===== config.mk =====
export PLATFORM = sky130hd
export DESIGN_NAME = arg_ramp_top
export DESIGN_NICKNAME = d
export VERILOG_FILES = /design/src/pkg/arg_pkg.sv /design/src/rtl/arg_divider.sv /design/src/rtl/arg_ramp_top.sv
export SDC_FILE = /design/constraint.sdc
export NUM_CORES = 2
export LEC_CHECK = 0
export ABC_AREA = 1
export BUFFER_PORTS_ARGS = -buffer_cell sky130_fd_sc_hd__buf_2
export CORE_MARGIN = 4
export CORE_UTILIZATION = 45
export DETAILED_ROUTE_END_ITERATION = 6
export HOLD_SLACK_MARGIN = 0.02
export PLACE_DENSITY = 0.68
export REMOVE_ABC_BUFFERS = 1
export SLEW_MARGIN = 10
export SYNTH_ARGS = -nofsm -noshare
export SYNTH_HDL_FRONTEND = slang
export SYNTH_SLANG_ARGS = --single-unit

===== constraint.sdc =====
create_clock -name core_clk -period 36 [get_ports core_clk]
set_clock_uncertainty 0.2 [all_clocks]
set_input_delay 3.6 -clock core_clk [delete_from_list [all_inputs] [get_ports core_clk]]
set_output_delay 3.6 -clock core_clk [all_outputs]
set_load 0.005 [all_outputs]

===== src/pkg/arg_pkg.sv =====
package arg_pkg;

	// Clock and timing
	localparam int unsigned ARG_CLK_HZ = 25000000;
	localparam int unsigned ARG_TICK_MS = 100;
	localparam int unsigned ARG_HOLD_MS = 100;
	localparam int unsigned ARG_TICK_CYC = ARG_CLK_HZ / 1000 * ARG_TICK_MS;
	localparam int unsigned ARG_HOLD_CYC = ARG_CLK_HZ / 1000 * ARG_HOLD_MS;

	// Widths
	localparam int ARG_PAR_W = 16;
	localparam int ARG_LVL_W = 24;
	localparam int ARG_NUM_W = 24;
	localparam int ARG_CNT_W = 32;

	// Register byte offsets
	localparam logic [7:0] ARG_REG_CTRL = 8'h00;
	localparam logic [7:0] ARG_REG_STATUS = 8'h04;
	localparam logic [7:0] ARG_REG_FIRST_TGT = 8'h08;
	localparam logic [7:0] ARG_REG_SECOND_TGT = 8'h0c;
	localparam logic [7:0] ARG_REG_MAX_LEVEL = 8'h10;
	localparam logic [7:0] ARG_REG_SS_OFFSET = 8'h14;
	localparam logic [7:0] ARG_REG_RATE = 8'h18;
	localparam logic [7:0] ARG_REG_GAIN = 8'h1c;
	localparam logic [7:0] ARG_REG_BASE_OFS = 8'h20;
	localparam logic [7:0] ARG_REG_LEVEL = 8'h24;
	localparam logic [7:0] ARG_REG_AQ = 8'h28;

	// Control field positions
	localparam int ARG_CTRL_EN_BIT = 0;
	localparam int ARG_CTRL_SEL_BIT = 1;
	localparam int ARG_CTRL_STOP_BIT = 2;

	// Parameter ranges
	localparam int ARG_LEVEL_MIN = -10000;
	localparam int ARG_LEVEL_MAX = 20000;
	localparam int ARG_SS_MIN = 0;
	localparam int ARG_SS_MAX = 20000;
	localparam int ARG_RATE_MIN = 1;
	localparam int ARG_RATE_MAX = 10000;
	localparam int ARG_GAIN_MIN = 0;
	localparam int ARG_GAIN_MAX = 1000;
	localparam int ARG_OFS_MIN = -10000;
	localparam int ARG_OFS_MAX = 10000;
	localparam logic [ARG_NUM_W-1:0] ARG_AQ_MAX = 24'h007fff;

	// Scaling: level kept in tenths, gain in hundredths
	localparam logic signed [ARG_LVL_W-1:0] ARG_STEP_DIV = 24'sh00000a;
	localparam logic [ARG_NUM_W-1:0] ARG_GAIN_SCALE = 24'h000064;

	// Reset values
	localparam logic [2:0] ARG_CTRL_RST = 3'h0;
	localparam logic signed [ARG_PAR_W-1:0] ARG_TGT_RST = 16'sh0000;
	localparam logic signed [ARG_PAR_W-1:0] ARG_MAX_RST = 16'sh4e20;
	localparam logic signed [ARG_PAR_W-1:0] ARG_SS_RST = 16'sh0000;
	localparam logic signed [ARG_PAR_W-1:0] ARG_RATE_RST = 16'sh0001;
	localparam logic signed [ARG_PAR_W-1:0] ARG_GAIN_RST = 16'sh0064;
	localparam logic signed [ARG_PAR_W-1:0] ARG_OFS_RST = 16'sh0000;

	typedef enum logic [2:0] {
		ARG_IDLE,
		ARG_HOLD_START,
		ARG_RAMP,
		ARG_DECEL,
		ARG_HOLD_STOP,
		ARG_LOCKED
	} arg_state_e;

endpackage : arg_pkg


===== src/rtl/arg_divider.sv =====
`timescale 1ns/1ps
module arg_divider
	import arg_pkg::*;
(
	// Clock and reset
	input wire logic core_clk,
	input wire logic rst_n,
	// Request
	input wire logic start,
	input wire logic [ARG_NUM_W-1:0] numer,
	input wire logic [ARG_PAR_W-1:0] denom,
	// Answer
	output logic busy,
	output logic done,
	output logic [ARG_NUM_W-1:0] quot
);

	logic [ARG_PAR_W:0] rem_ff;
	logic [ARG_NUM_W-1:0] shq_ff;
	logic [ARG_PAR_W-1:0] den_ff;
	logic [4:0] cnt_ff;
	logic busy_ff;
	logic done_ff;
	logic [ARG_NUM_W-1:0] quot_ff;

	wire [ARG_PAR_W:0] trial = {rem_ff[ARG_PAR_W-1:0], shq_ff[ARG_NUM_W-1]};
	wire fits = trial >= {1'b0, den_ff};
	wire [ARG_PAR_W:0] nxt_rem = fits ? trial - {1'b0, den_ff} : trial;
	wire [ARG_NUM_W-1:0] nxt_shq = {shq_ff[ARG_NUM_W-2:0], fits};
	wire last = cnt_ff == 5'(ARG_NUM_W - 1);

	// Restoring division, one quotient bit per cycle
	always_ff @(posedge core_clk or negedge rst_n)
	begin
		if (!rst_n)
		begin
			rem_ff <= '0;
			shq_ff <= '0;
			den_ff <= '0;
			cnt_ff <= '0;
			busy_ff <= 1'b0;
			done_ff <= 1'b0;
			quot_ff <= '0;
		end
		else if (!busy_ff)
		begin
			done_ff <= 1'b0;
			if (start)
			begin
				rem_ff <= '0;
				shq_ff <= numer;
				den_ff <= denom;
				cnt_ff <= '0;
				busy_ff <= 1'b1;
			end
		end
		else
		begin
			rem_ff <= nxt_rem;
			shq_ff <= nxt_shq;
			cnt_ff <= cnt_ff + 5'h01;
			if (last)
			begin
				busy_ff <= 1'b0;
				done_ff <= 1'b1;
				quot_ff <= nxt_shq;
			end
		end
	end

	assign busy = busy_ff;
	assign done = done_ff;
	assign quot = quot_ff;

endmodule : arg_divider


===== src/rtl/arg_ramp_top.sv =====
`timescale 1ns/1ps
module arg_ramp_top
	import arg_pkg::*;
#(
	parameter int unsigned TICK_CYCLES = ARG_TICK_CYC,
	parameter int unsigned HOLD_CYCLES = ARG_HOLD_CYC
)
(
	// Clock and reset
	input wire logic core_clk,
	input wire logic rst_n,
	// Wishbone slave
	input wire logic wb_cyc_i,
	input wire logic wb_stb_i,
	input wire logic wb_we_i,
	input wire logic [7:0] wb_adr_i,
	input wire logic [3:0] wb_sel_i,
	input wire logic [31:0] wb_dat_i,
	output logic [31:0] wb_dat_o,
	output logic wb_ack_o,
	// Ramp results
	output logic [15:0] scaled_analog_out,
	output logic signed [15:0] current_level,
	output logic ramp_running
);

	function automatic logic [31:0] wb_merge(input logic [31:0] old, input logic [31:0] wd,
		input logic [3:0] sel);
		logic [31:0] res;
		res = old;
		for (int b = 0; b < 4; b++)
		begin
			if (sel[b])
				res[b*8 +: 8] = wd[b*8 +: 8];
		end
		return res;
	endfunction : wb_merge

	function automatic logic signed [ARG_PAR_W-1:0] par_clamp(input logic signed [31:0] v,
		input logic signed [31:0] lo, input logic signed [31:0] hi);
		logic signed [31:0] r;
		r = (v < lo) ? lo : ((v > hi) ? hi : v);
		return r[ARG_PAR_W-1:0];
	endfunction : par_clamp

	function automatic logic signed [ARG_LVL_W-1:0] to_x10(input logic signed [ARG_PAR_W-1:0] v);
		logic signed [ARG_LVL_W-1:0] w;
		w = {{(ARG_LVL_W-ARG_PAR_W){v[ARG_PAR_W-1]}}, v};
		return w * ARG_STEP_DIV;
	endfunction : to_x10

	function automatic logic signed [ARG_LVL_W-1:0] cap(input logic signed [ARG_LVL_W-1:0] v,
		input logic signed [ARG_LVL_W-1:0] hi);
		return (v > hi) ? hi : v;
	endfunction : cap

	// Registers
	logic [2:0] ctrl_ff;
	logic signed [ARG_PAR_W-1:0] first_tgt_ff;
	logic signed [ARG_PAR_W-1:0] second_tgt_ff;
	logic signed [ARG_PAR_W-1:0] max_level_ff;
	logic signed [ARG_PAR_W-1:0] ss_offset_ff;
	logic signed [ARG_PAR_W-1:0] rate_ff;
	logic signed [ARG_PAR_W-1:0] gain_ff;
	logic signed [ARG_PAR_W-1:0] base_ofs_ff;
	logic ack_ff;
	logic [31:0] dat_ff;

	// Ramp state
	arg_state_e state_ff;
	arg_state_e nxt_state;
	logic signed [ARG_LVL_W-1:0] level_ff;
	logic signed [ARG_LVL_W-1:0] nxt_level;
	logic [ARG_CNT_W-1:0] hold_ff;
	logic [ARG_CNT_W-1:0] nxt_hold;
	logic [ARG_CNT_W-1:0] tick_cnt_ff;
	logic tick_ff;
	logic en_q_ff;
	logic [15:0] aq_ff;
	logic signed [15:0] lvl_out_ff;
	logic running_ff;
	logic zero_ff;

	// Bus decode
	wire bus_req = wb_cyc_i & wb_stb_i & ~ack_ff;
	wire bus_wr = bus_req & wb_we_i;

	function automatic logic wr_hit(input logic [7:0] adr, input logic [7:0] reg_ofs,
		input logic wr);
		return wr && (adr == reg_ofs);
	endfunction : wr_hit

	wire [31:0] merged_ctrl = wb_merge({29'h0, ctrl_ff}, wb_dat_i, wb_sel_i);
	wire [31:0] merged_first = wb_merge(32'(first_tgt_ff), wb_dat_i, wb_sel_i);
	wire [31:0] merged_second = wb_merge(32'(second_tgt_ff), wb_dat_i, wb_sel_i);
	wire [31:0] merged_max = wb_merge(32'(max_level_ff), wb_dat_i, wb_sel_i);
	wire [31:0] merged_ss = wb_merge(32'(ss_offset_ff), wb_dat_i, wb_sel_i);
	wire [31:0] merged_rate = wb_merge(32'(rate_ff), wb_dat_i, wb_sel_i);
	wire [31:0] merged_gain = wb_merge(32'(gain_ff), wb_dat_i, wb_sel_i);
	wire [31:0] merged_ofs = wb_merge(32'(base_ofs_ff), wb_dat_i, wb_sel_i);

	wire [31:0] rd_data =
		(wb_adr_i == ARG_REG_CTRL) ? {29'h0, ctrl_ff} :
		(wb_adr_i == ARG_REG_STATUS) ? {28'h0, running_ff, 3'(state_ff)} :
		(wb_adr_i == ARG_REG_FIRST_TGT) ? 32'(first_tgt_ff) :
		(wb_adr_i == ARG_REG_SECOND_TGT) ? 32'(second_tgt_ff) :
		(wb_adr_i == ARG_REG_MAX_LEVEL) ? 32'(max_level_ff) :
		(wb_adr_i == ARG_REG_SS_OFFSET) ? 32'(ss_offset_ff) :
		(wb_adr_i == ARG_REG_RATE) ? 32'(rate_ff) :
		(wb_adr_i == ARG_REG_GAIN) ? 32'(gain_ff) :
		(wb_adr_i == ARG_REG_BASE_OFS) ? 32'(base_ofs_ff) :
		(wb_adr_i == ARG_REG_LEVEL) ? 32'(lvl_out_ff) :
		(wb_adr_i == ARG_REG_AQ) ? {16'h0, aq_ff} :
		32'h0;

	// Bus slave: ack one cycle after the request is seen
	always_ff @(posedge core_clk or negedge rst_n)
	begin
		if (!rst_n)
		begin
			ack_ff <= 1'b0;
			dat_ff <= '0;
		end
		else
		begin
			ack_ff <= bus_req;
			if (bus_req && !wb_we_i)
				dat_ff <= rd_data;
		end
	end

	// Parameter writes are limited to their legal ranges
	always_ff @(posedge core_clk or negedge rst_n)
	begin
		if (!rst_n)
		begin
			ctrl_ff <= ARG_CTRL_RST;
			first_tgt_ff <= ARG_TGT_RST;
			second_tgt_ff <= ARG_TGT_RST;
			max_level_ff <= ARG_MAX_RST;
			ss_offset_ff <= ARG_SS_RST;
			rate_ff <= ARG_RATE_RST;
			gain_ff <= ARG_GAIN_RST;
			base_ofs_ff <= ARG_OFS_RST;
		end
		else
		begin
			if (wr_hit(wb_adr_i, ARG_REG_CTRL, bus_wr))
				ctrl_ff <= merged_ctrl[2:0];
			if (wr_hit(wb_adr_i, ARG_REG_FIRST_TGT, bus_wr))
				first_tgt_ff <= par_clamp(merged_first, ARG_LEVEL_MIN, ARG_LEVEL_MAX);
			if (wr_hit(wb_adr_i, ARG_REG_SECOND_TGT, bus_wr))
				second_tgt_ff <= par_clamp(merged_second, ARG_LEVEL_MIN, ARG_LEVEL_MAX);
			if (wr_hit(wb_adr_i, ARG_REG_MAX_LEVEL, bus_wr))
				max_level_ff <= par_clamp(merged_max, ARG_LEVEL_MIN, ARG_LEVEL_MAX);
			if (wr_hit(wb_adr_i, ARG_REG_SS_OFFSET, bus_wr))
				ss_offset_ff <= par_clamp(merged_ss, ARG_SS_MIN, ARG_SS_MAX);
			if (wr_hit(wb_adr_i, ARG_REG_RATE, bus_wr))
				rate_ff <= par_clamp(merged_rate, ARG_RATE_MIN, ARG_RATE_MAX);
			if (wr_hit(wb_adr_i, ARG_REG_GAIN, bus_wr))
				gain_ff <= par_clamp(merged_gain, ARG_GAIN_MIN, ARG_GAIN_MAX);
			if (wr_hit(wb_adr_i, ARG_REG_BASE_OFS, bus_wr))
				base_ofs_ff <= par_clamp(merged_ofs, ARG_OFS_MIN, ARG_OFS_MAX);
		end
	end

	// Control inputs live in one register, so no synchroniser is needed
	wire en = ctrl_ff[ARG_CTRL_EN_BIT];
	wire sel = ctrl_ff[ARG_CTRL_SEL_BIT];
	wire stop = ctrl_ff[ARG_CTRL_STOP_BIT];
	wire en_rise = en & ~en_q_ff;
	wire en_fall = ~en & en_q_ff;

	// Levels in tenths of a step; every one of them capped at the maximum
	wire signed [ARG_LVL_W-1:0] max_x10 = to_x10(max_level_ff);
	wire signed [ARG_LVL_W-1:0] base_x10 = cap(to_x10(base_ofs_ff), max_x10);
	wire signed [ARG_LVL_W-1:0] ss_x10 = cap(to_x10(base_ofs_ff) + to_x10(ss_offset_ff),
		max_x10);
	wire signed [ARG_PAR_W-1:0] tgt_sel = sel ? second_tgt_ff : first_tgt_ff;
	wire signed [ARG_LVL_W-1:0] tgt_x10 = cap(to_x10(tgt_sel), max_x10);
	wire signed [ARG_LVL_W-1:0] goal = (state_ff == ARG_DECEL) ? ss_x10 : tgt_x10;
	// Rate in steps per second equals tenths of a step per 100 ms tick
	wire signed [ARG_LVL_W-1:0] rate_w = {{(ARG_LVL_W-ARG_PAR_W){1'b0}}, rate_ff};
	wire signed [ARG_LVL_W-1:0] lvl_up = level_ff + rate_w;
	wire signed [ARG_LVL_W-1:0] lvl_dn = level_ff - rate_w;
	wire signed [ARG_LVL_W-1:0] ramp_step = (level_ff < goal) ?
		((lvl_up > goal) ? goal : lvl_up) :
		((lvl_dn < goal) ? goal : lvl_dn);
	wire hold_done = hold_ff == ARG_CNT_W'(HOLD_CYCLES - 1);

	// Update tick divider
	always_ff @(posedge core_clk or negedge rst_n)
	begin
		if (!rst_n)
		begin
			tick_cnt_ff <= '0;
			tick_ff <= 1'b0;
		end
		else
		begin
			tick_ff <= tick_cnt_ff == ARG_CNT_W'(TICK_CYCLES - 1);
			if (tick_cnt_ff == ARG_CNT_W'(TICK_CYCLES - 1))
				tick_cnt_ff <= '0;
			else
				tick_cnt_ff <= tick_cnt_ff + 1'b1;
		end
	end

	always_comb
	begin
		nxt_state = state_ff;
		nxt_level = level_ff;
		nxt_hold = hold_ff;
		case (state_ff)
			ARG_IDLE:
			begin
				nxt_level = base_x10;
				if (en_rise && !stop)
				begin
					nxt_state = ARG_HOLD_START;
					nxt_level = ss_x10;
					nxt_hold = '0;
				end
			end
			ARG_HOLD_START:
			begin
				nxt_level = ss_x10;
				nxt_hold = hold_ff + 1'b1;
				if (hold_done)
					nxt_state = ARG_RAMP;
			end
			ARG_RAMP:
			begin
				if (tick_ff)
					nxt_level = ramp_step;
			end
			ARG_DECEL:
			begin
				if (level_ff == ss_x10)
				begin
					nxt_state = ARG_HOLD_STOP;
					nxt_hold = '0;
				end
				else if (tick_ff)
					nxt_level = ramp_step;
			end
			ARG_HOLD_STOP:
			begin
				nxt_level = ss_x10;
				nxt_hold = hold_ff + 1'b1;
				if (hold_done)
				begin
					nxt_state = ARG_LOCKED;
					nxt_level = base_x10;
				end
			end
			ARG_LOCKED:
			begin
				nxt_level = base_x10;
				if (!en && !stop)
					nxt_state = ARG_IDLE;
			end
			default:
			begin
				nxt_state = ARG_IDLE;
				nxt_level = base_x10;
			end
		endcase
		if ((state_ff == ARG_HOLD_START || state_ff == ARG_RAMP) && stop)
			nxt_state = ARG_DECEL;
		// Falling enable wins over everything; locked state waits for both to clear
		if (en_fall)
		begin
			nxt_state = ARG_LOCKED;
			nxt_level = base_x10;
		end
		nxt_level = cap(nxt_level, max_x10);
	end

	always_ff @(posedge core_clk or negedge rst_n)
	begin
		if (!rst_n)
		begin
			state_ff <= ARG_IDLE;
			level_ff <= '0;
			hold_ff <= '0;
			en_q_ff <= 1'b0;
			running_ff <= 1'b0;
		end
		else
		begin
			state_ff <= nxt_state;
			level_ff <= nxt_level;
			hold_ff <= nxt_hold;
			en_q_ff <= en;
			running_ff <= nxt_state != ARG_IDLE && nxt_state != ARG_LOCKED;
		end
	end

	// Scaled output: numerator carries gain's hundredths
	wire signed [ARG_LVL_W-1:0] level_int = level_ff / ARG_STEP_DIV;
	wire signed [ARG_LVL_W-1:0] diff = level_int -
		{{(ARG_LVL_W-ARG_PAR_W){base_ofs_ff[ARG_PAR_W-1]}}, base_ofs_ff};
	wire diff_pos = diff > 0;
	wire [ARG_NUM_W-1:0] div_num = ARG_NUM_W'(diff[ARG_PAR_W-1:0] * ARG_GAIN_SCALE);
	wire div_busy;
	wire div_done;
	wire [ARG_NUM_W-1:0] div_quot;
	wire div_start = ~div_busy & ~div_done;

	arg_divider u_div (
		.core_clk(core_clk),
		.rst_n(rst_n),
		.start(div_start),
		.numer(div_num),
		.denom(gain_ff),
		.busy(div_busy),
		.done(div_done),
		.quot(div_quot)
	);

	always_ff @(posedge core_clk or negedge rst_n)
	begin
		if (!rst_n)
		begin
			zero_ff <= 1'b1;
			aq_ff <= '0;
			lvl_out_ff <= '0;
		end
		else
		begin
			lvl_out_ff <= level_int[15:0];
			if (div_start)
				zero_ff <= (gain_ff == '0) || !diff_pos;
			if (div_done)
			begin
				if (zero_ff)
					aq_ff <= '0;
				else if (div_quot > ARG_AQ_MAX)
					aq_ff <= ARG_AQ_MAX[15:0];
				else
					aq_ff <= div_quot[15:0];
			end
		end
	end

	assign wb_ack_o = ack_ff;
	assign wb_dat_o = dat_ff;
	assign scaled_analog_out = aq_ff;
	assign current_level = lvl_out_ff;
	assign ramp_running = running_ff;

endmodule : arg_ramp_top


======== Yosys cells after proc, flatten, opt, wreduce, memory -nomap -nowiden ========
Index checks and enable logic that the tools add are counted.
storage, ports and cells
  bits in registers ....................... 362
  latch bits .............................. 0
  RAM bits ................................ 0
  ROM bits ................................ 0
  word-level logic and storage cells ...... 223
  memories kept ........................... 0
cells by class
  add/sub/neg operators ................... 8
  multipliers ............................. 5
  divide/modulo/power cells ............... 1
  magnitude comparators ................... 24
  eq/ne operators ......................... 23
  shifts and indexed selects .............. 0
  multiplexer cells ....................... 94
  bitwise logic cells ..................... 11
  reductions and logical operators ........ 30
operators by type and width
  cell                                                              count
  2-to-1 mux 32 bit                                                 13
  2-to-1 mux 24 bit                                                 15
  2-to-1 mux 16 bit                                                 21
  2-to-1 mux 8 bit                                                  28
  greater-than comparator 32 x 16 -> 1 bit (second input constant)  4
  less-than comparator 32 x 15 -> 1 bit (second input constant)     4
  case mux 24 bit (5 select lines)                                  1
  case mux 32 bit (3 select lines)                                  1
  multiplier 16 x 4 -> 20 bit (second input constant)               4
  adder 32 x 1 -> 32 bit (second input constant)                    2
  == test 32 x 22 -> 1 bit (second input constant)                  2
  greater-than comparator 32 x 15 -> 1 bit (second input constant)  2
  less-than comparator 32 x 1 -> 1 bit (second input constant)      2
  less-than comparator 24 bit                                       2
  greater-than comparator 21 bit                                    2
  == test 8 x 5 -> 1 bit (second input constant)                    4
  greater-than comparator 32 x 11 -> 1 bit (second input constant)  1
  less-than comparator 32 x 2 -> 1 bit (second input constant)      1
  adder 24 x 17 -> 24 bit                                           1
  divider 24 x 5 -> 24 bit (second input constant)                  1
  == test 24 bit                                                    1
  == test 8 x 6 -> 1 bit (second input constant)                    3
  greater-than comparator 24 x 1 -> 1 bit (second input constant)   1
  greater-than comparator 24 x 15 -> 1 bit (second input constant)  1
  other kinds (36)                                                  79

======== Depth between registers and ports, before layout ========
  depth in word-level cells ............... 14
  gate-level depth with buffers ........... 141

======== Hierarchy ========
A second synthesis with hierarchy kept.
unflattened totals
  cells, all modules ...................... 5,193
  area, all modules ....................... 36,139.7 µm²
by module, submodules not included
  module        instances  cells each  area each (µm²)  sequential area each (µm²)
  arg_ramp_top  1          4,570       31,353.8         6,518.8
  arg_divider   1          623         4,785.8          2,177.1

======== Worst setup path after synthesis ========
No wires, ideal clock.
  path type ............................... register to register
  start point ............................. register level_ff[1]
  end point ............................... register u_div.shq_ff[22]
  setup time .............................. 144 ps
  arrival ................................. 12,929 ps
  required time ........................... 35,656 ps
  slack ................................... 22,727 ps
  stages on the path, launching flop included .. 128
  buffers on the path ..................... 0
  cell sequence ........................... dfrtp_1 > inv_1 > ha_1 > nand2_1 > nand2_1 > nand2_2 > nor2_4 > nand3_1 > nand2_1 > nand2_2 > o211ai_2 > nand2_2 > nand2_2 > nand3_2 > nand2_2 > nand2_2 > nand2_2 > nand3_2 > [92 not listed] > nor2_1 > nor2_1 > o21ai_0 > inv_1 > o21ai_0 > and2_1 > nor2_1 > o21ai_0 > inv_1 > o21ai_0 > inv_1 > o21ai_0 > inv_1 > nor2_1 > or2_2 > a21oi_1 > xor2_1 > o221ai_1
between the ends
  longest elaborated chain between the ends .. 5
RTL lines
  what                         line                 source
  start: declaration           arg_ramp_top.sv:72   logic signed [ARG_LVL_W-1:0] level_ff;
  start signal: assignment     arg_ramp_top.sv:293  level_ff <= nxt_level;
  divider 24 x 5 -> 24 bit     arg_ramp_top.sv:301  wire signed [ARG_LVL_W-1:0] level_int = level_ff / ARG_STEP_DIV;
  net level_int[0]             arg_ramp_top.sv:301
  subtractor 24 bit            arg_ramp_top.sv:302  wire signed [ARG_LVL_W-1:0] diff = level_int -
  multiplier 16 x 5 -> 21 bit  arg_ramp_top.sv:305  wire [ARG_NUM_W-1:0] div_num = ARG_NUM_W'(diff[ARG_PAR_W-1:0] * ARG_GAIN_SCALE);
  2-to-1 mux 24 bit            arg_divider.sv:48    if (start)
  2-to-1 mux 24 bit            arg_divider.sv:45    else if (!busy_ff)
  end signal: assignment       arg_divider.sv:51    shq_ff <= numer;
  end signal: assignment       arg_divider.sv:60    shq_ff <= nxt_shq;
  end: declaration             arg_divider.sv:19    logic [ARG_NUM_W-1:0] shq_ff;
The timed path passes the listed nets, and every way through them passes these cells. The select of a mux whose other input is x is not followed.
A chain may end at the register's enable or synchronous reset.

======== Worst setup path after layout ========
Ends and elaborated chain as after synthesis.

==> run metrics <==
Placer Congestion=between 1 and 1.5; Post CTS Setup Buffer Count=0; gr ovfl total=0; status=complete, but fails checks; global-route usage over all layers=29.89%; most frequent cell after synthesis=nand2_1; Critical Path RT=36.23 ns; Peak Freq=about 65 MHz; Antenna Violating Nets Remaining=0; Worst path slowest cell=dfrtp_1; first-pass GRT wire length=194000 microns; critical path capture point type=register; CP Class=register to register; Post-synth top cells=887 x nand2_1, 716 x inv_1, 462 x o21ai_0; largest family of logic cells by synthesized area=simple AND/OR/NAND/NOR gates; Hold WC Path Type=register to register; Arr. time, crit path=15.65 ns; CP max FO=9; dpl ws=20.76 ns; initial antenna violation count=2; Ys Warns=0; minimum clock period=15.41 ns; Clock Tree Root=clkbuf_16; Num CTS Buffers=between 40 and 50; Die Width=between 200 and 300 microns; Seq/Total Area, Yosys=24.64%; final setup margin=20.59 ns; violated checks=design-rule violations; die height=between 200 and 300 microns; Mapped Cells=4997; Synth Area in Adders=16.13%; total core area=approximately 78000 sq um; FF+latch count, synth=347; vias per inst=5.860; I/O pin cnt=115; area grow syn2layout=8.906%; Starting DRT DRC Count=approximately 4000; Syn Std Cell Area=35290 sq um; ranking of synthesized cells by area=dfrtp_1 24%, ha_1 15%, nand2_1 9.4%, inv_1 7.6%, o21ai_0 6.6%; hold buffer count at CTS=0; post-synthesis compound-gate area fraction=20.50%; CTS Sinks=347; Net count, final=5554; maximum clock insertion buffer count=3; largest net degree at the start of global routing=149; CTS tree=yes; CP Launch Type=register; Final Hold Fails=0; RSZ-0062 raised after global routing=false; ys async rst share=100.0%; Final period util=42.82%; Slew @ Worst Pin=1.371 ns; row count=102; final setup violation count=0; Initial Util=45.48%; DP Wirelength=100200 microns; Clock H-tree levels=2; slowest cell delay on critical path=0.52 ns; simple logic cell fraction of the synthesized area=a little under a quarter; Most used DFF post-synth=dfrtp_1; residual DRC count=1; Synth area leader=dfrtp_1; Resized Gates After CTS=0; Die ar.=roughly 83000 sq um; synthesized area per cell=7.063 sq um; critical path's most frequent cell=nand2_2; Port Buffers=roughly 110; Post-synth EDFFs=0; drt pass-1 iters=7; clk slew on worst S/H paths=~0.06 ns; Routed wire per std cell=between 20 and 25 microns; setup TNS=0 ns; XOR/XNOR Fraction of Synth Area=5.187%; slew margin rel.=7.631%; vias in the first global route=33612; Distinct cells, synth=72; Synth top area share=23.90%; share of cells above drive strength 1=8.206%; max-cap violation count=0; vias post-DR=between 30000 and 40000; clk_lat worst skew=0.62 ns; Detailed Route WL=about 130000 microns; mux cell area share after synthesis=0.03191%; pins over their slew limit=0
==> critical path, delay by kind of cell (launching register included) <==
| kind | cells | cell delay (ns) |
|---|---|---|
| AOI/OAI and AO/OA | 11 | 2.32 |
| xor gates and xnor gates | 2 | 0.55 |
| adders and majority gates | 7 | 2.25 |
| buffers and inverters | 22 | 1.61 |
| DFF | 1 | 0.52 |
| and+or+nand+nor | 85 | 7.73 |
==> logic make-up after synthesis <==
family          Yosys count
fa+ha+maj               443
flops                   347
buf+inv                 905
mux                       1
compound gates         1234
simple gates           1858
xor+xnor                209
==> metrics by stage <==
| stage | util (%) | std cells | area [sq um] | hold WS (ns) |
|---|---|---|---|---|
| floorplan | - | 4860 | 34700 | 0.2147 |
| global placement | 47.60 | 6057 | 36940 | 0.2598 |
| detailed placement | 47.60 | 6057 | 36940 | 0.2518 |
| CTS | 49.53 | 6134 | 38430 | 0.2718 |
| global route | 49.53 | 6134 | 38430 | 0.2885 |
| finish | 49.53 | 6135 | 38430 | 0.2753 |
==> final cells by class <==
cell class | count | area [sq um]
Tap cell | 1040 | 1301
Inverter | 768 | 2883
Timing Repair Buffer | 157 | 915.9
Antenna cell | 1 | 2.502
Sequential cell | 347 | 8696
Clock buffer | 61 | 1234
Multi-Input combinational cell | 3745 | 23140
Clock inverter | 16 | 261.5
Fill cell | 7837 | 39160
==> cells in the final DEF, fill, tap and decap left out, drive strengths merged, types with 53 or more instances in the layout <==
cell type / n
ha: 423
nand3: 245
nand4: 90
xor2: 178
nor2: 384
o22ai: 60
nor4: 53
a21oi: 390
dfrtp: 337
clkbuf: 61
o21ai: 471
o211ai: 69
nor3: 62
nand2: 969
inv: 758
buf: 157
==> worst paths after layout <==
check | slack (ns) | end | startpoint | cells after the start
worst max-delay path | 20.59 | u_div.shq_ff[22] | level_ff[1] | 127
max in group asynchronous | 30.74 | u_div.rem_ff[9] | rst_n | 3
worst min register to register | 0.28 | wb_ack_o | wb_ack_o | 1
min in group asynchronous | 2.77 | hold_ff[12] | rst_n | 1
worst min-delay path | 0.28 | wb_ack_o | wb_ack_o | 1
worst max register to register | 20.59 | u_div.shq_ff[22] | level_ff[1] | 127
==> layer usage <==
layer / up-vias / part of all wire, % / GRT usage [%]
li1: 17150 / - / -
met1: 16784 / 42 / 40.47
met2: 1659 / 42 / 45.78
met3: 360 / 10 / 6.754
met4: 0 / 5.1 / 12.94
met5: - / 0 / 0
==> state kept, by name, summed over array words and instances (netlist names), 17 cells and up <==
signal	count
hold_ff	32
level_ff	24
tick_cnt_ff	32
u_div.quot	24
u_div.shq_ff	24
wb_dat_o	17
Power is not shown: default switching activity piles up to over one toggle a cycle in this logic, so the estimate is an artifact.
